[src/hbr_pkg.sv]
// Shared constants for the H-bridge voltage-control block
package hbr_pkg;

  // ==========================================================
  // Clock and timing
  localparam int unsigned CLK_HZ = 100_000_000;
  localparam int unsigned CLK_PERIOD_NS = 10;
  localparam int unsigned PWM_FREQ_HZ = 44_500;
  // Longest period that still meets the switching rate
  localparam int unsigned PWM_PERIOD_CYC = CLK_HZ / PWM_FREQ_HZ;
  localparam int unsigned RAMP_FULL_NS = 12_000_000;
  localparam int unsigned RAMP_FULL_CYC = RAMP_FULL_NS / CLK_PERIOD_NS;
  localparam int unsigned FAULT_DEGLITCH_MS = 275;
  localparam int unsigned FAULT_DEGLITCH_CYC = FAULT_DEGLITCH_MS * (CLK_HZ / 1000);

  // ==========================================================
  // Widths and reset values
  localparam int unsigned DUTY_W = 12;
  localparam int unsigned SET_W = 6;
  localparam int unsigned LEVEL_W = 10;
  localparam logic [1:0] DIR_RESET = 2'h0;
  localparam logic [SET_W-1:0] SET_RESET = 6'h00;

  // ==========================================================
  // Bridge modes, one-hot
  typedef enum logic [3:0] {
    MODE_SLEEP = 4'h1,
    MODE_REV = 4'h2,
    MODE_FWD = 4'h4,
    MODE_BRAKE = 4'h8
  } hbr_mode_t;

  // Direction bit pairs {a, b}
  localparam logic [1:0] DIR_COAST = 2'h0;
  localparam logic [1:0] DIR_REV = 2'h1;
  localparam logic [1:0] DIR_FWD = 2'h2;
  localparam logic [1:0] DIR_BRAKE = 2'h3;

endpackage : hbr_pkg

[src/hbr_ctl_if.sv]
// Carrier between the bridge controller, its PWM timer and its fault filter
`timescale 1ns/100ps
`default_nettype none
interface hbr_ctl_if;
  logic [hbr_pkg::DUTY_W-1:0] duty;
  logic pwmOn;
  logic periodEnd;
  logic overLimitRaw;
  logic faultClear;
  logic bridgeActive;
  logic faultLatched;

  modport ctl (
    output duty,
    input pwmOn,
    input periodEnd,
    output overLimitRaw,
    output faultClear,
    output bridgeActive,
    input faultLatched
  );
  modport pwm (
    input duty,
    output pwmOn,
    output periodEnd
  );
  modport flt (
    input overLimitRaw,
    input faultClear,
    input bridgeActive,
    output faultLatched
  );
endinterface : hbr_ctl_if
`default_nettype wire

[src/hbr_bridge_ctrl.sv]
// H-bridge direction decode, PWM voltage regulator and gate drive
// What this block does
// - Direction bits pick coast, reverse, forward, brake
// - Both bits zero: drivers off, low power
// - Both bits zero clears latched current fault
// - Start in low-power shutdown until bits written
// - Entering drive from brake/standby restarts duty zero
// - Duty ramps gradually; full ramp within 12 ms
// - Quarter of averaged output compared with setpoint
// - Below setpoint raise duty, above lower it
// - On time drives winding in selected direction
// - Setpoint above supply: full duty, no regulation
// - Off time turns both high sides on
// - Setpoint converter follows written setpoint field
// - Fault declared after condition persists 275 ms
`timescale 1ns/100ps
`default_nettype none
module hbr_bridge_ctrl #(
  parameter int unsigned RAMP_FULL_CYC = hbr_pkg::RAMP_FULL_CYC,
  parameter int unsigned DEGLITCH_CYC = hbr_pkg::FAULT_DEGLITCH_CYC,
  parameter int unsigned PERIOD_CYC = hbr_pkg::PWM_PERIOD_CYC
) (
  input wire logic mclk,
  input wire logic rst_n,
  input wire logic ctlWrite,
  input wire logic dirCtlA,
  input wire logic dirCtlB,
  input wire logic [hbr_pkg::SET_W-1:0] voltageSetpoint,
  input wire logic [hbr_pkg::LEVEL_W-1:0] outDiffAvg,
  input wire logic [hbr_pkg::LEVEL_W-1:0] supplyLevel,
  input wire logic overLimit,
  output logic bridgeOutAHigh,
  output logic bridgeOutALow,
  output logic bridgeOutBHigh,
  output logic bridgeOutBLow,
  output logic lowPower,
  output logic fault_n,
  output logic [hbr_pkg::DUTY_W-1:0] dutyNow
);

  // ==========================================================
  // Elaboration checks
  localparam int unsigned RAMP_STEP_CYC = RAMP_FULL_CYC / PERIOD_CYC;

  initial begin
    if (RAMP_STEP_CYC < 1 || RAMP_STEP_CYC >= (1 << 24)) begin
      $error("Ramp time too short for the PWM period");
    end
    if (PERIOD_CYC < 2 || PERIOD_CYC >= (1 << hbr_pkg::DUTY_W)) begin
      $error("PWM period does not fit the duty width");
    end
  end

  localparam logic [hbr_pkg::DUTY_W-1:0] DUTY_FULL = hbr_pkg::DUTY_W'(PERIOD_CYC);
  localparam logic [23:0] STEP_LAST = 24'(RAMP_STEP_CYC - 1);

  // ==========================================================
  // Helpers

  // Setpoint converter, linear in the code
  function automatic logic [hbr_pkg::LEVEL_W-1:0] setLevel(input logic [hbr_pkg::SET_W-1:0] code);
    setLevel = hbr_pkg::LEVEL_W'(code);
  endfunction : setLevel

  function automatic hbr_pkg::hbr_mode_t decodeMode(input logic [1:0] dir);
    unique case (dir)
      hbr_pkg::DIR_REV: decodeMode = hbr_pkg::MODE_REV;
      hbr_pkg::DIR_FWD: decodeMode = hbr_pkg::MODE_FWD;
      hbr_pkg::DIR_BRAKE: decodeMode = hbr_pkg::MODE_BRAKE;
      default: decodeMode = hbr_pkg::MODE_SLEEP;
    endcase
  endfunction : decodeMode

  // ==========================================================
  // Sub-blocks
  hbr_ctl_if ctl ();

  hbr_pwm_timer #(
    .PERIOD_CYC(PERIOD_CYC)
  ) u_pwm (
    .mclk(mclk),
    .rst_n(rst_n),
    .bus(ctl.pwm)
  );

  hbr_fault_filter #(
    .DEGLITCH_CYC(DEGLITCH_CYC)
  ) u_fault (
    .mclk(mclk),
    .rst_n(rst_n),
    .bus(ctl.flt)
  );

  // ==========================================================
  // Written control state
  hbr_pkg::hbr_mode_t mode_q;
  hbr_pkg::hbr_mode_t mode_d;
  logic [hbr_pkg::SET_W-1:0] set_q;

  assign mode_d = ctlWrite ? decodeMode({dirCtlA, dirCtlB}) : mode_q;

  always_ff @(posedge mclk) begin
    if (!rst_n) begin
      mode_q <= hbr_pkg::MODE_SLEEP;
      set_q <= hbr_pkg::SET_RESET;
    end else begin
      mode_q <= mode_d;
      if (ctlWrite) begin
        set_q <= voltageSetpoint;
      end
    end
  end

  wire driving = (mode_q == hbr_pkg::MODE_FWD) || (mode_q == hbr_pkg::MODE_REV);
  wire idleBefore = (mode_q == hbr_pkg::MODE_SLEEP) || (mode_q == hbr_pkg::MODE_BRAKE);
  wire nextDriving = (mode_d == hbr_pkg::MODE_FWD) || (mode_d == hbr_pkg::MODE_REV);
  wire restartRamp = idleBefore && nextDriving;

  // Standby clears the latch; a trip in the same cycle still wins
  assign ctl.faultClear = (mode_q == hbr_pkg::MODE_SLEEP);
  assign ctl.overLimitRaw = overLimit;
  assign ctl.bridgeActive = driving || (mode_q == hbr_pkg::MODE_BRAKE);

  // ==========================================================
  // Regulator compare
  wire [hbr_pkg::LEVEL_W-1:0] target = setLevel(set_q);
  wire [hbr_pkg::LEVEL_W-1:0] scaledAvg = outDiffAvg >> 2;
  wire lowOut = scaledAvg < target;
  wire highOut = scaledAvg > target;
  wire [hbr_pkg::LEVEL_W+1:0] targetX4 = {target, 2'b00};
  // Setpoint cannot be reached: regulation is pointless
  wire overSupply = targetX4 > {2'b00, supplyLevel};

  // ==========================================================
  // Ramp pacing, one duty step per tick
  logic [23:0] step_q;
  wire stepTick = (step_q == STEP_LAST);

  always_ff @(posedge mclk) begin
    if (!rst_n) begin
      step_q <= '0;
    end else begin
      step_q <= (stepTick || restartRamp || !driving) ? '0 : step_q + 1'b1;
    end
  end

  // ==========================================================
  // Duty regulator
  logic [hbr_pkg::DUTY_W-1:0] duty_q;
  logic [hbr_pkg::DUTY_W-1:0] duty_d;
  wire dutyAtFull = (duty_q >= DUTY_FULL);
  wire dutyAtZero = (duty_q == '0);
  wire [hbr_pkg::DUTY_W-1:0] dutyUp = dutyAtFull ? DUTY_FULL : duty_q + 1'b1;
  wire [hbr_pkg::DUTY_W-1:0] dutyDown = dutyAtZero ? duty_q : duty_q - 1'b1;

  // Even full duty is reached by ramping, so inrush stays limited
  always_comb begin
    duty_d = duty_q;
    if (restartRamp || !driving) begin
      duty_d = '0;
    end else if (stepTick) begin
      if (overSupply) begin
        duty_d = dutyUp;
      end else if (lowOut) begin
        duty_d = dutyUp;
      end else if (highOut) begin
        duty_d = dutyDown;
      end
    end
  end

  always_ff @(posedge mclk) begin
    if (!rst_n) begin
      duty_q <= '0;
    end else begin
      duty_q <= duty_d;
    end
  end

  assign ctl.duty = duty_q;

  // ==========================================================
  // Stale-pulse guard
  // The timer holds the old duty until its period ends, so on-time waits for a fresh sample
  logic fresh_q;
  wire onTime = ctl.pwmOn && !fresh_q;

  always_ff @(posedge mclk) begin
    if (!rst_n) begin
      fresh_q <= 1'b1;
    end else if (restartRamp || !driving) begin
      fresh_q <= 1'b1;
    end else if (ctl.periodEnd) begin
      fresh_q <= 1'b0;
    end
  end

  // ==========================================================
  // Gate decode {aHigh, aLow, bHigh, bLow}
  logic [3:0] gate;
  wire blocked = ctl.faultLatched;

  // Fault turns the bridge off; no shoot-through pair is ever chosen
  always_comb begin
    gate = 4'h0;
    unique case (mode_q)
      hbr_pkg::MODE_SLEEP: begin
        gate = 4'h0;
      end
      hbr_pkg::MODE_BRAKE: begin
        gate = 4'ha;
      end
      hbr_pkg::MODE_FWD: begin
        gate = onTime ? 4'h9 : 4'ha;
      end
      hbr_pkg::MODE_REV: begin
        gate = onTime ? 4'h6 : 4'ha;
      end
    endcase
    if (blocked) begin
      gate = 4'h0;
    end
  end

  // ==========================================================
  // Registered outputs
  always_ff @(posedge mclk) begin
    if (!rst_n) begin
      bridgeOutAHigh <= 1'b0;
      bridgeOutALow <= 1'b0;
      bridgeOutBHigh <= 1'b0;
      bridgeOutBLow <= 1'b0;
      lowPower <= 1'b1;
      fault_n <= 1'b1;
      dutyNow <= '0;
    end else begin
      bridgeOutAHigh <= gate[3];
      bridgeOutALow <= gate[2];
      bridgeOutBHigh <= gate[1];
      bridgeOutBLow <= gate[0];
      lowPower <= (mode_q == hbr_pkg::MODE_SLEEP);
      fault_n <= !ctl.faultLatched;
      dutyNow <= duty_q;
    end
  end

endmodule : hbr_bridge_ctrl
`default_nettype wire

[src/hbr_pwm_timer.sv]
// Fixed-rate PWM timer with duty sampled at each period start
`timescale 1ns/100ps
`default_nettype none
module hbr_pwm_timer #(
  parameter int unsigned PERIOD_CYC = hbr_pkg::PWM_PERIOD_CYC
) (
  input wire logic mclk,
  input wire logic rst_n,
  hbr_ctl_if.pwm bus
);

  initial begin
    if (PERIOD_CYC < 2 || PERIOD_CYC >= (1 << hbr_pkg::DUTY_W)) begin
      $error("PWM period does not fit the duty width");
    end
  end

  // ==========================================================
  // Period counter
  localparam logic [hbr_pkg::DUTY_W-1:0] LAST = hbr_pkg::DUTY_W'(PERIOD_CYC - 1);
  logic [hbr_pkg::DUTY_W-1:0] cnt_q;
  logic [hbr_pkg::DUTY_W-1:0] dutyHold_q;
  logic atEnd;

  assign atEnd = (cnt_q == LAST);

  // Duty held for a whole period so one pulse is never cut short
  always_ff @(posedge mclk) begin
    if (!rst_n) begin
      cnt_q <= '0;
      dutyHold_q <= '0;
    end else begin
      cnt_q <= atEnd ? '0 : cnt_q + 1'b1;
      if (atEnd) begin
        dutyHold_q <= bus.duty;
      end
    end
  end

  assign bus.pwmOn = (cnt_q < dutyHold_q);
  assign bus.periodEnd = atEnd;

endmodule : hbr_pwm_timer
`default_nettype wire

[src/hbr_fault_filter.sv]
// Current-limit deglitch filter and fault latch
`timescale 1ns/100ps
`default_nettype none
module hbr_fault_filter #(
  parameter int unsigned DEGLITCH_CYC = hbr_pkg::FAULT_DEGLITCH_CYC
) (
  input wire logic mclk,
  input wire logic rst_n,
  hbr_ctl_if.flt bus
);

  initial begin
    if (DEGLITCH_CYC < 1 || DEGLITCH_CYC >= (1 << 30)) begin
      $error("Deglitch count out of range");
    end
  end

  // ==========================================================
  // Pin synchroniser
  logic sync1_q;
  logic sync2_q;
  always_ff @(posedge mclk) begin
    if (!rst_n) begin
      sync1_q <= 1'b0;
      sync2_q <= 1'b0;
    end else begin
      sync1_q <= bus.overLimitRaw;
      sync2_q <= sync1_q;
    end
  end

  // ==========================================================
  // Persistence counter and latch
  localparam logic [29:0] TRIP = 30'(DEGLITCH_CYC - 1);
  logic [29:0] cnt_q;
  logic latch_q;
  logic counting;
  logic trip;

  assign counting = sync2_q && bus.bridgeActive;
  assign trip = counting && (cnt_q == TRIP);

  always_ff @(posedge mclk) begin
    if (!rst_n) begin
      cnt_q <= '0;
      latch_q <= 1'b0;
    end else begin
      // Any drop of the condition restarts the interval
      cnt_q <= (counting && !trip) ? cnt_q + 1'b1 : '0;
      // Set wins over a clear in the same cycle
      if (trip) begin
        latch_q <= 1'b1;
      end else if (bus.faultClear) begin
        latch_q <= 1'b0;
      end
    end
  end

  assign bus.faultLatched = latch_q;

endmodule : hbr_fault_filter
`default_nettype wire

[config.mk]
export PLATFORM = sky130hd
export DESIGN_NAME = hbr_bridge_ctrl
export DESIGN_NICKNAME = d
export VERILOG_FILES = /design/src/hbr_pkg.sv /design/src/hbr_ctl_if.sv /design/src/hbr_bridge_ctrl.sv /design/src/hbr_pwm_timer.sv /design/src/hbr_fault_filter.sv
export SDC_FILE = /design/constraint.sdc
export NUM_CORES = 1
export LEC_CHECK = 0
export BUFFER_PORTS_ARGS = -buffer_cell sky130_fd_sc_hd__buf_4
export CAP_MARGIN = 20
export CORE_UTILIZATION = 25
export CTS_BUF_LIST = sky130_fd_sc_hd__clkbuf_8 sky130_fd_sc_hd__clkbuf_16
export CTS_CLUSTER_SIZE = 16
export DETAILED_ROUTE_END_ITERATION = 10
export SKIP_LAST_GASP = 1
export SYNTH_ARGS = -nofsm -noshare
export SYNTH_HDL_FRONTEND = slang
export SYNTH_SLANG_ARGS = --single-unit
[constraint.sdc]
create_clock -name mclk -period 2.6 [get_ports mclk]
set_clock_uncertainty 0.15 [all_clocks]
set_input_delay 0.26 -clock mclk [delete_from_list [all_inputs] [get_ports mclk]]
set_output_delay 0.26 -clock mclk [all_outputs]
set_load 0.1 [all_outputs]
== Word-level counts from Yosys, hierarchy flattened ==
Index checks and enable logic that the tools add are counted.
Word-level totals
  flip-flop bits (word level): 122
  input port bits: 32
  output and inout port bits: 18
  word-level logic and storage cells: 79
Operators by class
  add/subtract/negate cells: 5
  $lt $le $gt $ge: 5
  eq/ne operators: 13
  multiplexer cells: 12
  bitwise operators: 1
  reduce and logical (&&, ||, !) cells: 25
Operators by type and width (count)
  $mux W12: 5
  $add A30 B1 Y30 const B: 1
  $eq A30 B25 Y1 const B: 1
  $add A12 B1 Y12 const B: 2
  $add A24 B1 Y24 const B: 1
  $eq A24 B10 Y1 const B: 1
  $pmux W4 S4: 1
  $eq A12 B12 Y1 const B: 1
  $ge A12 B12 Y1 const B: 1
  $logic_not A12 Y1: 1
  $lt A12 B12 Y1: 1
  $pmux W4 S3: 1
  $sub A12 B1 Y12 const B: 1
  $gt A8 B10 Y1: 1
  $eq A4 B2 Y1 const B: 2
  $eq A4 B3 Y1 const B: 2
  $gt A8 B6 Y1: 1
  $lt A8 B6 Y1: 1
  $mux W4: 2
  $reduce_or A2 Y1: 4
  $logic_or A1 B1 Y1: 7
  $logic_and A1 B1 Y1: 5
  $eq A2 B2 Y1 const B: 2
  $eq A4 B1 Y1 const B: 1
  11 further kinds: 15

== Longest topological paths before layout ==
Gate-level depths: netlist (run 1).
  depth in word-level cells: 9
  depth in mapped cells: 10
  depth with buffers taken out: 9

== Cells and area by module ==
Synthesis (run 1) repeated with hierarchy kept, for this count alone.
Unflattened totals
  cell total of the unflattened synthesis: 721
  area, all modules: 6272.3 µm²
By module, submodules not included
  hbr_bridge_ctrl: times used 1, cells each 409, area each 3423.3 µm², sequential area each 1301.2 µm²
  hbr_fault_filter: times used 1, cells each 175, area each 1525.2 µm², sequential area each 660.6 µm²
  hbr_pwm_timer: times used 1, cells each 137, area each 1323.8 µm², sequential area each 480.5 µm²

== Worst setup path after synthesis (run 1) ==
OpenSTA, ideal clock, no wires.
  path kind: reg2reg
  from: register set_q[5] in the netlist's numbering
  to: register duty_q, in the netlist ctl.duty[9]
  library setup time: 91 ps
  arrival time: 2003 ps
  data required time: 2359 ps
  setup slack: 356 ps
  cell stages (with the launch flop): 10
  buffers on the path: 1
  period minus slack after synthesis: 2244 ps
  cells stage by stage: dfxtp_1 inv_1 ha_1 a2111oi_2 o31ai_1 o2bb2ai_4 buf_2 mux2i_1 a21oi_1 a311oi_1
On the way
  cells in the longest elaborated chain, start to end: 3
  elaborated cells between the ends (all ways): 8
  those cells by class: 3 x order compare; 1 x eq/ne; 2 x mux; 2 x reduce/logical
RTL lines
  start: declaration: line hbr_bridge_ctrl.sv:98  | logic [hbr_pkg::SET_W-1:0] set_q;
  start signal: assignment: line hbr_bridge_ctrl.sv:105  | set_q <= hbr_pkg::SET_RESET;
  start signal: assignment: line hbr_bridge_ctrl.sv:109  | set_q <= voltageSetpoint;
  $gt A8 B10 Y1, or another cell as far along: line hbr_bridge_ctrl.sv:132  | wire overSupply = targetX4 > {2'b00, supplyLevel};
  $ne A3 B3 Y1 (no source line), or another cell as far along
  $reduce_and A3 Y1 (no source line) or $mux W12 (tied branches)
  end signal: assignment: line hbr_bridge_ctrl.sv:176  | duty_q <= duty_d;
  end: declaration: line hbr_bridge_ctrl.sv:149  | logic [hbr_pkg::DUTY_W-1:0] duty_q;
Parallel ways exist; a longest one is shown, timed or not.
A chain may end at the register's enable or synchronous reset.

== Worst setup path in the final report (run 1) ==
  from: register set_q[3] in the netlist's numbering
  to: register duty_q, in the netlist ctl.duty[0]
Same word-level chain as after synthesis.

==> metrics.cfg, run 1 <==
[timing]
timing.final.hold_violations = 0
final_critical_path_time_including_i_o_delays_and_setup_ps = 2440
setup_viol_count_final = 0
timing_max_transition_violations_final = 0
fmax_ghz = 0.410
worst_pin_slew_ps = 617
fin_crit_sh_pct = 93.8
total_negative_slack_ps = 0
slew-limit-headroom_pct = 58.4
grt_setup_unrepaired = false

[cells_and_area]
area_growth_syn_to_layout_pct = 25.4
multi_input_comb_area_sq_um = 3400
n_antenna_cell = 0
sequential_cell_area_sq_um = 2440
final_cell_area_sq_um = 7640
drive_above_1_share_pct = 15.7
fillers = 2490
final_nets = 848
finalCoreUtilization_pct = 32.3

[worst_setup_path]
rr_endpoint = ctl.duty[0]$_SDFFE_PP0P_
rr_worst_depth = 10
critPathCaptureType = flip-flop
r2r_start = set_q[3]$_SDFFE_PN0P_
crit_path_end = ctl.duty[0]$_SDFFE_PP0P_
reg2reg_setup_slack_ps = 160
criticalPathCategory = flip-flop to flip-flop
timing.critical_path.from_type = flip-flop
critPathLaunch = set_q[3]$_SDFFE_PN0P_
crit_fanout = 10
required_ps = 2790
crit_arrival_ps = 2630

[run]
max_cap_violations = 0

[power]
power_frac_clock_pct = 51.7
netSwitchingFraction_pct = 22.9
vdd_ir_drop_max_v = 0.000258
power_per_cell_area_nw_per_um2 = 579
power_dissipated_by_switching_net_loads_mw = 1.01
power_mw = 4.42
power.share.sequential_pct = 43.0
static-leakage-power_nw = 2.86
part_of_the_power_in_combinational_logic_pct = 5.3
power_report.internal_total_mw = 3.41

[clock_tree]
max-clock-path-buffers = 2
worst_setup_hold_path_clk_slew_ps = 60
clock_tree.root_cell = clkbuf_16
level_count_of_the_clock_h_tree = 4
clk-insertion-delay-late_ps = 420
tritoncts_num_sinks = 122
cts_tree = done
tritoncts.num_buffers = 17

[placed_design]
count_of_buffers_from_port_buffering = 47
place_congestion = 0.798
placed_cell_areas_sq_um = 6890
place_hpwl_microns = 9760

[floorplan]
initial_utilization_pct = 25.7
die_width_microns = 158
dieArea_sq_um = 25000
coreArea_sq_um = 23700
die_h_microns = 158
floorplan.rows = 56
io-pin-count = 50

[worst_hold_path]
worst_hold_path_type = input pin to flip-flop
hold-path-cell-count = 2

[synthesis]
postSynthCellCount = 711
ys_seq_elements = 122
syn_area_sq_um = 6090
synth_edf_count = 0
commonest_register_cell_after_synthesis = dfxtp_1
ys_seq_area_share_pct = 40.1
syn_avg_cell_area_sq_um = 8.57
synth_cell_type_count = 63
synthArstFlopShare_pct = 0
syn-num-nets = 774
yosys_warnings = 0

[route]
drt-pass1-iter-count = 4
wl_per_cell_microns = 12.1
vias = 4933
initialDrtViolationCount = 182
drcViolationCount = 0
wirelength_microns = 13500
antenna_violating_nets_post_route = 0
vias_per_cell = 4.42

[global_routing]
first_global_vias = 4647
grt_pass1_wl_microns = 22900
grt_antenna_before_repair = 0
grt_start_max_net_pins = 42
global_route_usage_over_all_layers_pct = 11.8
global_route.overflow_total = 0

[run_status]
run_status = complete, no violations

## power by group through the flow
| stage | logic (mW) | registers (mW) | clock network, mW |
|---|---|---|---|
| 2_1_floorplan | 0.120 | 1.95 | 0 |
| 3_3_place_gp | 0.205 | 1.94 | 0 |
| 3_5_place_dp | 0.207 | 1.94 | 0 |
| 4_1_cts | 0.220 | 1.90 | 2.35 |
| 5_1_grt | 0.261 | 1.90 | 2.45 |
| 6_report | 0.234 | 1.90 | 2.29 |
## kinds of logic (layout without fill, tap and decap cells)
kind of cell             Yosys count  after routing  synth area share [%]
buffers and inverters             64            151                  4.74
AND/OR/NAND/NOR                  334            334                  27.8
XOR/XNOR                          64             64                  9.20
AO/OA/AOI/OAI                     78             78                  8.79
multiplexers                      18             18                  2.98
adder cells (fa/ha/maj)           31             31                  6.37
flip-flops                       122            122                  40.1
## worst min-delay path by stage
stage               slack [ps]              endpoint                                   from
floorplan                  210    fault_n$_SDFF_PN1_  u_fault.bus.faultLatched$_SDFFE_PN0P_
global placement           220    fault_n$_SDFF_PN1_  u_fault.bus.faultLatched$_SDFFE_PN0P_
detailed placement         230    fault_n$_SDFF_PN1_  u_fault.bus.faultLatched$_SDFFE_PN0P_
CTS                         40  mode_q[0]$_SDFF_PN1_                                  rst_n
global route                70  mode_q[0]$_SDFF_PN1_                                  rst_n
finish                      60  mode_q[0]$_SDFF_PN1_                                  rst_n
## stage by stage
stage	hold WS, ps	cells	setup WS [ps]
after CTS	42.1	1115	109
final	61.2	1117	160
after global placement	219	1073	157
after detailed placement	228	1073	124
after global routing	70.2	1117	25.0
after floorplan	208	711	356
## routing by layer
metal	global-route usage, %	wire [microns]	up-vias
li1	-	-	2575
met1	15.3	6570	2266
met2	18.6	6260	78
met3	2.93	444	14
met4	4.67	194	0
met5	0	0	-
## final cells by class
type                    count  share of cell area [%]
clock buffers              17                    5.57
inverters                  37                    1.82
clock inverters            15                    2.00
multi-input cells         525                    44.5
repair buffers             82                    8.88
well taps                 319                    5.23
flip-flops and latches    122                    32.0
## cell usage after synthesis (all sizes together), types with 3 or more instances
| master | instances | area (sq um) |
|---|---|---|
| dfxtp | 122 | 2440 |
| nor2 | 107 | 404 |
| nand2 | 61 | 239 |
| nand3 | 40 | 200 |
| xor2 | 40 | 350 |
| inv | 37 | 139 |
| ha | 31 | 388 |
| xnor2 | 24 | 210 |
| a21oi | 21 | 116 |
| and2 | 21 | 131 |
| nand4 | 21 | 131 |
| o21ai | 19 | 95.1 |
| nor3 | 18 | 111 |
| mux2i | 17 | 170 |
| nor2b | 17 | 106 |
| buf | 16 | 108 |
| and3 | 11 | 68.8 |
| clkbuf | 11 | 42.5 |
| nor4 | 9 | 71.3 |
| nand2b | 8 | 50.1 |
| nor3b | 6 | 55.1 |
| a31oi | 5 | 31.3 |
| o211ai | 4 | 30.0 |
| a211oi | 3 | 22.5 |
| a21o | 3 | 22.5 |
| and4 | 3 | 26.3 |
| nand3b | 3 | 22.5 |
| o21a | 3 | 22.5 |
## layout by cell type (no fill, tap or decap), drive strengths merged, types with 5 or more instances in the layout
master	count
nand3	40
clkinv	6
nor3	18
dlygate4sd3	10
buf	72
ha	31
o21ai	19
nor3b	6
mux2i	17
and3	11
nor2	107
nor4	9
dfxtp	122
xor2	40
clkbuf	17
a21oi	21
nand2b	8
nand4	21
inv	40
nand2	61
nor2b	17
and2	21
a31oi	5
xnor2	24
## repair_timing
action | in CTS | in global routing
endpoints found under the hold margin | 9 | 0
buffers inserted | 0 | 2
setup endpoints to repair | 0 | 8
hold buffers | 10 | 0
gates resized for setup | 0 | 6
## worst max-delay path: stages (launching register included)
cell and delay (ps):
dfxtp_1 330, ha_1 310, nand3_1 130, nor4_1 250, a21oi_1 160, o2bb2ai_4 170
buf_12 150, buf_4 130, o21a_2 240, and3_1 170, a211oi_1 180
## state kept, by name, indices dropped and copies added (netlist names), 4 cells and up
register and cells:
set_q 6, u_pwm.dutyHold_q 12, mode_q 4, step_q 24, u_pwm.cnt_q 12, dutyNow 12, u_fault.cnt_q 30, ctl.duty 12
Power figures use the tool's default switching activity.
==> inputs of run 2 (changes only) <==
--- a/config.mk
+++ b/config.mk
@@ -11,6 +11,7 @@
 export CTS_BUF_LIST = sky130_fd_sc_hd__clkbuf_8 sky130_fd_sc_hd__clkbuf_16
 export CTS_CLUSTER_SIZE = 16
 export DETAILED_ROUTE_END_ITERATION = 10
+export REMOVE_ABC_BUFFERS = 1
 export SKIP_LAST_GASP = 1
 export SYNTH_ARGS = -nofsm -noshare
 export SYNTH_HDL_FRONTEND = slang
==> run 2 against run 1 <==
  * Critical path depth down 1
  * First-iteration DRC count increased by 53%
  * Clock power decreased by 3%
  * Combinational power shrank 6%
  * Maximum frequency down 1.0%
  * Critical path type unchanged
  * Utilization shrank 0.48 points
  * Total power is 1.6% lower
  * Via count is 0.43% lower
  * Largest cell class unchanged
==> metrics.cfg, run 2 (same netlist as run 1, synthesis figures left out) <==
[floorplan]
die_h_microns = 158  ; unchanged
io-pin-count = 50  ; unchanged
coreArea_sq_um = 23700  ; unchanged
floorplan.rows = 56  ; unchanged
initial_utilization_pct = 25.7  ; unchanged
dieArea_sq_um = 25000  ; unchanged
die_width_microns = 158  ; unchanged

[cells_and_area]
drive_above_1_share_pct = 14.8  ; was 15.7%
final_nets = 843  ; was 848
final_cell_mix = dfxtp_1, nor2_1, buf_4  ; unchanged
n_antenna_cell = 0  ; unchanged
area_growth_syn_to_layout_pct = 23.5  ; was 25.4%
largest_register_ffs = 30  ; unchanged
finalCoreUtilization_pct = 31.8  ; was 32.3%
max_flop_register = u_fault.cnt_q  ; unchanged
fillers = 2514  ; was 2490
layoutNonFillerInstCount = 1111  ; was 1117
reg.largest.list = u_fault.cnt_q x30, step_q x24  ; unchanged
mostFrequentLayoutCell = dfxtp_1  ; unchanged

[clock_tree]
max-clock-path-buffers = 2  ; unchanged
tritoncts.num_buffers = 17  ; unchanged
tritoncts_num_sinks = 122  ; unchanged
cts_tree = done  ; unchanged
worst_setup_hold_path_clk_slew_ps = 60  ; about the same
level_count_of_the_clock_h_tree = 4  ; unchanged
clk-insertion-delay-late_ps = 420  ; about the same
clock_tree.root_cell = clkbuf_16  ; unchanged

[timing]
setup_viol_count_final = 0  ; unchanged
grt_setup_unrepaired = true  ; was false
postLayoutSetupSlackWorst_ps = 135  ; was 160 ps
timing.final.hold_violations = 0  ; unchanged
timing_max_transition_violations_final = 0  ; unchanged
fin_crit_sh_pct = 94.8  ; was 93.8%
slew-limit-headroom_pct = 64.4  ; was 58.4%
fmax_ghz = 0.406  ; was 0.410 GHz
final_critical_path_time_including_i_o_delays_and_setup_ps = 2470  ; was 2440 ps
worst_pin_slew_ps = 530  ; was 617 ps
fin_worst_hold_slack_ps = 78.8  ; was 61.2 ps

[global_routing]
global_route_usage_over_all_layers_pct = 11.5  ; was 11.8%
first_global_vias = 4653  ; was 4647
global_route.overflow_total = 0  ; unchanged
grt_pass1_wl_microns = 22400  ; was 22900 microns
grt_start_max_net_pins = 42  ; unchanged
grt_antenna_before_repair = 0  ; unchanged

[route]
vias = 4912  ; was 4933
drt-pass1-iter-count = 4  ; unchanged
wirelength_microns = 13400  ; was 13500 microns
vias_per_cell = 4.42  ; about the same
drcViolationCount = 0  ; unchanged
antenna_violating_nets_post_route = 0  ; unchanged
wl_per_cell_microns = 12.0  ; was 12.1 microns
initialDrtViolationCount = 278  ; was 182

[worst_setup_path]
crit_chain = ha_1 > a211o_1 > a31oi_1 > o21ai_1 > o2bb2ai_4 > buf_4 > o21a_1 > and3_1 > a211oi_1  ; was ha_1 > nand3_1 > nor4_1 > a21oi_1 > o2bb2ai_4 > buf_12 > buf_4 > o21a_2 > and3_1 > a211oi_1
critPathCaptureType = flip-flop  ; unchanged
crit_fanout = 6  ; was 10
timing.critical_path.from_type = flip-flop  ; unchanged
required_ps = 2770  ; was 2790 ps
reg2reg_setup_slack_ps = 130  ; was 160 ps
critical_path.n_buffers_inverters = 1  ; was 2
worst_path_max_delay_cell = dfxtp_1  ; unchanged
crit_arrival_ps = 2640  ; was 2630 ps
timing.critical_path.slowest_cell_delay_ps = 330  ; about the same
crit_family = compound AO/OA/AOI/OAI gates  ; unchanged
criticalPathCategory = flip-flop to flip-flop  ; unchanged

[power]
power_per_cell_area_nw_per_um2 = 579  ; about the same
power_mw = 4.35  ; was 4.42 mW
static-leakage-power_nw = 2.82  ; was 2.86 nW
vdd_ir_drop_max_v = 0.000403  ; was 0.000258 V

[run]
max_cap_violations = 0  ; unchanged

[placed_design]
place_congestion = 0.806  ; was 0.798
count_of_buffers_from_port_buffering = 47  ; unchanged
place_inst = 1068  ; was 1073
pre_cts_ws_ps = 48.3  ; was 124 ps
place_hpwl_microns = 9310  ; was 9760 microns

[run_status]
run_status = complete, no violations  ; unchanged

[worst_hold_path]
worst_hold_path_type = input pin to flip-flop  ; unchanged

-- run 2: cell count changes in the layout (fill, tap and decap cells not counted), sizes merged --
cell      previous run  this run
clkbuf              17        18
clkinvlp             4         2
bufinv               2         1
inv                 40        41
buf                 72        67
-- run 2: worst paths after layout --
path                                         startpoint                  endpoint  cells after the start
hold / removal                                    rst_n      mode_q[0]$_SDFF_PN1_                      2
hold reg to reg   u_fault.bus.faultLatched$_SDFFE_PN0P_        fault_n$_SDFF_PN1_                      1
setup reg to reg                  set_q[4]$_SDFFE_PN0P_  ctl.duty[0]$_SDFFE_PP0P_                      9
setup / recovery                  set_q[4]$_SDFFE_PN0P_  ctl.duty[0]$_SDFFE_PP0P_                      9
-- run 2: power breakdown --
| group | switching [mW] | internal, mW |
|---|---|---|
| clock network | 0.895 | 1.34 |
| registers | 0.0158 | 1.89 |
| logic | 0.113 | 0.107 |
| total | 1.02 | 3.33 |
-- run 2: what timing repair did --
| item | CTS | global route |
|---|---|---|
| hold buffers | 10 | 0 |
| cloned | 0 | 0 |
| hold endpoints to repair | 9 | 0 |
| gates resized for setup | 0 | 4 |
| pin swaps | 1 | 1 |
| setup endpoints to repair | 1 | 8 |
| setup buffers | 2 | 0 |
-- run 2: final cells by class --
class / count / area (sq um) / share of cell area [%]
Multi-Input combinational cell: 525 / 3380 / 44.9
Sequential cell: 122 / 2440 / 32.5
Timing Repair Buffer: 77 / 607 / 8.06
Clock buffer: 18 / 439 / 5.84
Tap cell: 319 / 399 / 5.30
Inverter: 37 / 139 / 1.85
Clock inverter: 13 / 120 / 1.60
-- run 2: worst register-to-register path: cells and delay by family, from the launching register on --
kind	cells	cell delay [ps]
fa+ha+maj	1	310
buf+inv	1	180
flops	1	330
simple gates	1	190
compound gates	6	1200
-- run 2: stage by stage --
stage	instance area, sq um	TNS [ps]
2_1_floorplan	5940	0
3_3_place_gp	6830	0
3_5_place_dp	6830	0
4_1_cts	7500	0
5_1_grt	7520	-4.70
6_report	7520	0
-- run 2: metal layers --
metal / vias up / share of wire (%) / global-route usage, %
met3: 14 / 3.8 / 3.39
met4: 0 / 1.3 / 4.58
li1: 2568 / - / -
met5: - / 0 / 0
met2: 65 / 46 / 18.3
met1: 2265 / 49 / 14.4
==> inputs of run 3 (changes only) <==
--- a/config.mk
+++ b/config.mk
@@ -5,6 +5,7 @@
 export SDC_FILE = /design/constraint.sdc
 export NUM_CORES = 1
 export LEC_CHECK = 0
+export ABC_AREA = 1
 export BUFFER_PORTS_ARGS = -buffer_cell sky130_fd_sc_hd__buf_4
 export CAP_MARGIN = 20
 export CORE_UTILIZATION = 25
==> constraint.sdc (replaced) <==
create_clock -name mclk -period 2.1 [get_ports mclk]
set_clock_uncertainty 0.15 [all_clocks]
set_input_delay 0.21 -clock mclk [delete_from_list [all_inputs] [get_ports mclk]]
set_output_delay 0.21 -clock mclk [all_outputs]
set_load 0.1 [all_outputs]
==> run 3 against run 2 <==
  * Sequential cell count is the same
  * Wire length increased by 11%
  * Sequential share of layout area fell by 2.1 points
  * Critical path depth decreased by 2
  * Utilization fell by 0.069 points
  * Sequential power increased by 24%
  * Register-to-register slack gained 70 ps
  * Worst setup slack gained 39 ps
  * Largest power group unchanged
==> metrics.cfg, run 3 <==
[run_status]
run_status = complete, no violations  ; unchanged

[cells_and_area]
mostFrequentLayoutCell = nand2_1  ; was dfxtp_1
max_flop_register = u_fault.cnt_q  ; unchanged
n_antenna_cell = 0  ; unchanged
largest_register_ffs = 30  ; unchanged
final_nets = 1053  ; was 843
drive_above_1_share_pct = 16.2  ; was 14.8%
area_growth_syn_to_layout_pct = 23.1  ; was 23.5%
layoutNonFillerInstCount = 1332  ; was 1111
reg.largest.list = u_fault.cnt_q x30, step_q x24  ; unchanged
final_cell_mix = nand2_1, inv_1, dfxtp_1  ; was dfxtp_1, nor2_1, buf_4

[route]
antenna_violating_nets_post_route = 0  ; unchanged
drcViolationCount = 0  ; unchanged
vias = 5821  ; was 4912
vias_per_cell = 4.37  ; was 4.42
wl_per_cell_microns = 11.2  ; was 12.0 microns
initialDrtViolationCount = 353  ; was 278
wirelength_microns = 14900  ; was 13400 microns
drt-pass1-iter-count = 4  ; unchanged

[global_routing]
grt_pass1_wl_microns = 25800  ; was 22400 microns
global_route.overflow_total = 0  ; unchanged
grt_antenna_before_repair = 0  ; unchanged
grt_start_max_net_pins = 31  ; was 42
first_global_vias = 5570  ; was 4653
global_route_usage_over_all_layers_pct = 12.0  ; was 11.5%

[worst_setup_path]
critPathCaptureType = flip-flop  ; unchanged
required_ps = 2250  ; was 2770 ps
timing.critical_path.from_type = input pin  ; was flip-flop
reg2reg_setup_slack_ps = 200  ; was 130 ps
crit_arrival_ps = 2080  ; was 2640 ps
rr_worst_depth = 10  ; was 9
crit_fanout = 15  ; was 6
criticalPathCategory = input pin to flip-flop  ; was flip-flop to flip-flop

[synthesis]
syn_area_sq_um = 6540  ; was 6090 sq um
yosys.cell_count.top_type = nand2_1  ; was dfxtp_1
ys_seq_area_share_pct = 37.3  ; was 40.1%
synth_cell_type_count = 45  ; was 63
synth_edf_count = 0  ; unchanged
synth_top_area_share_pct = 37.3  ; was 40.1%
synth_top_area_cell = dfxtp_1  ; unchanged
ys_seq_elements = 122  ; unchanged
synthArstFlopShare_pct = 0  ; unchanged
ys_top_cells_by_count = nand2_1, dfxtp_1, inv_1, nor2_1  ; was dfxtp_1, nor2_1, nand2_1, nand3_1, xor2_1
yosys_warnings = 0  ; unchanged
commonest_register_cell_after_synthesis = dfxtp_1  ; unchanged
syn_avg_cell_area_sq_um = 7.14  ; was 8.57 sq um
postSynthCellCount = 916  ; was 711
synth.top_cells.by_area = dfxtp_1, nand2_1, inv_1  ; was dfxtp_1, nor2_1, ha_1

[timing]
fin_crit_sh_pct = 91.7
slew-limit-headroom_pct = 66.6  ; was 64.4%
timing_max_transition_violations_final = 0  ; unchanged
final_critical_path_time_including_i_o_delays_and_setup_ps = 1930
fmax_ghz = 0.519
total_negative_slack_ps = 0  ; unchanged
timing.final.hold_violations = 0  ; unchanged
setup_viol_count_final = 0  ; unchanged
postLayoutSetupSlackWorst_ps = 174  ; was 135 ps
worst_pin_slew_ps = 499  ; was 530 ps
grt_setup_unrepaired = false  ; was true

[clock_tree]
post-cts-setup-buffer-count = 0  ; was 2
tritoncts.num_buffers = 17  ; unchanged
clk-insertion-delay-late_ps = 420  ; about the same
tritoncts_num_sinks = 122  ; unchanged
level_count_of_the_clock_h_tree = 4  ; unchanged
worst_setup_hold_path_clk_slew_ps = 50  ; was 60 ps
max-clock-path-buffers = 2  ; unchanged
cts_tree = done  ; unchanged
clock_tree.root_cell = clkbuf_16  ; unchanged

[worst_hold_path]
hold-path-cell-count = 3  ; was 2
worst_hold_path_type = input pin to flip-flop  ; unchanged

[floorplan]
floorplan.rows = 58  ; was 56
die_width_microns = 164  ; was 158 microns
die_h_microns = 164  ; was 158 microns
dieArea_sq_um = 26800  ; was 25000 sq um
initial_utilization_pct = 25.8  ; was 25.7%
coreArea_sq_um = 25400  ; was 23700 sq um
io-pin-count = 50  ; unchanged

[power]
power_per_cell_area_nw_per_um2 = 671  ; was 579 nW/um^2
vdd_ir_drop_max_v = 0.000568  ; was 0.000403 V
static-leakage-power_nw = 3.30  ; was 2.82 nW

[placed_design]
pre_cts_ws_ps = 113  ; was 48.3 ps
count_of_buffers_from_port_buffering = 47  ; unchanged
place_congestion = 0.881  ; was 0.806
place_hpwl_microns = 11300  ; was 9310 microns
place_inst = 1286  ; was 1068

[run]
max_cap_violations = 0  ; unchanged

==> run 3: cell types whose count changed after synthesis, moves of 10 or more <==
cell     before  now
mux2i_1      17    0
nor2b_1      17    1
nand2_1      59  190
a22oi_1       0   12
inv_1        37  122
and2_1       20    0
a21oi_1      20   49
xor2_1       40   23
xnor2_1      24    5
nor2_1      106  116
inv_2         0   10
==> run 3: worst paths after layout <==
| check | from | endpoint |
|---|---|---|
| setup reg to reg | set_q[5]$_SDFFE_PN0P_ | ctl.duty[8]$_SDFFE_PP0P_ |
| setup / recovery | ctlWrite | mode_q[1]$_SDFF_PN0_ |
| hold reg to reg | u_fault.sync1_q$_SDFF_PN0_ | u_fault.sync2_q$_SDFF_PN0_ |
| hold / removal | rst_n | set_q[4]$_SDFFE_PN0P_ |
==> run 3: repair_timing <==
action                                  CTS  global route
endpoints found under the setup margin    0            12
hold endpoints to repair                 11             0
hold buffers                             15             0
resized for setup                         0             8
==> run 3: per-stage QoR <==
step	hold WS, ps	utilization (%)	instance area [sq um]	power (mW)
floorplan	129	-	6420	2.55
global placement	248	28.8	7320	2.66
detailed placement	273	28.8	7320	2.66
CTS	0.761	31.6	8030	5.48
global route	18.8	31.7	8050	5.63
finish	14.9	31.7	8050	5.40
==> run 3: area by class of cell <==
| class | count | area (sq um) |
|---|---|---|
| clock buffers | 22 | 494 |
| clock inverters | 9 | 72.6 |
| fillers | 2724 | 17300 |
| inverters | 132 | 498 |
| multi-input cells | 641 | 3500 |
| flip-flops and latches | 122 | 2440 |
| well taps | 330 | 413 |
| repair buffers | 76 | 633 |
==> run 3: critical path, stage by stage <==
cell           delay (ps)
dlygate4sd3_1         550
buf_4                 170
inv_1                 360
nor2_1                110
nand2_1                80
dlygate4sd3_1         540
a21oi_1                60
==> run 3: logic make-up (layout without fill, tap and decap cells) <==
family          count (synthesis)  count (layout)  synth area share (%)
flops                         122             122                  37.3
compound gates                114             114                  10.1
fa+ha+maj                      31              31                  5.93
xor+xnor                       28              28                  3.75
simple gates                  468             468                  33.4
buf+inv                       153             239                  9.45
==> run 3: routing by layer <==
metal  part of all wire [%]  GRT usage (%)  vias up
met5                      0              0        -
met4                    1.3           4.04        0
met3                    3.1           2.68       15
met2                     48           20.2       70
met1                     47           15.1     2632
li1                       -              -     3104
==> run 3: where the power goes <==
part,internal (mW),switching [mW],total [mW]
clock,1.76,1.01,2.77
sequential,2.34,0.0166,2.36
combinational,0.124,0.155,0.280
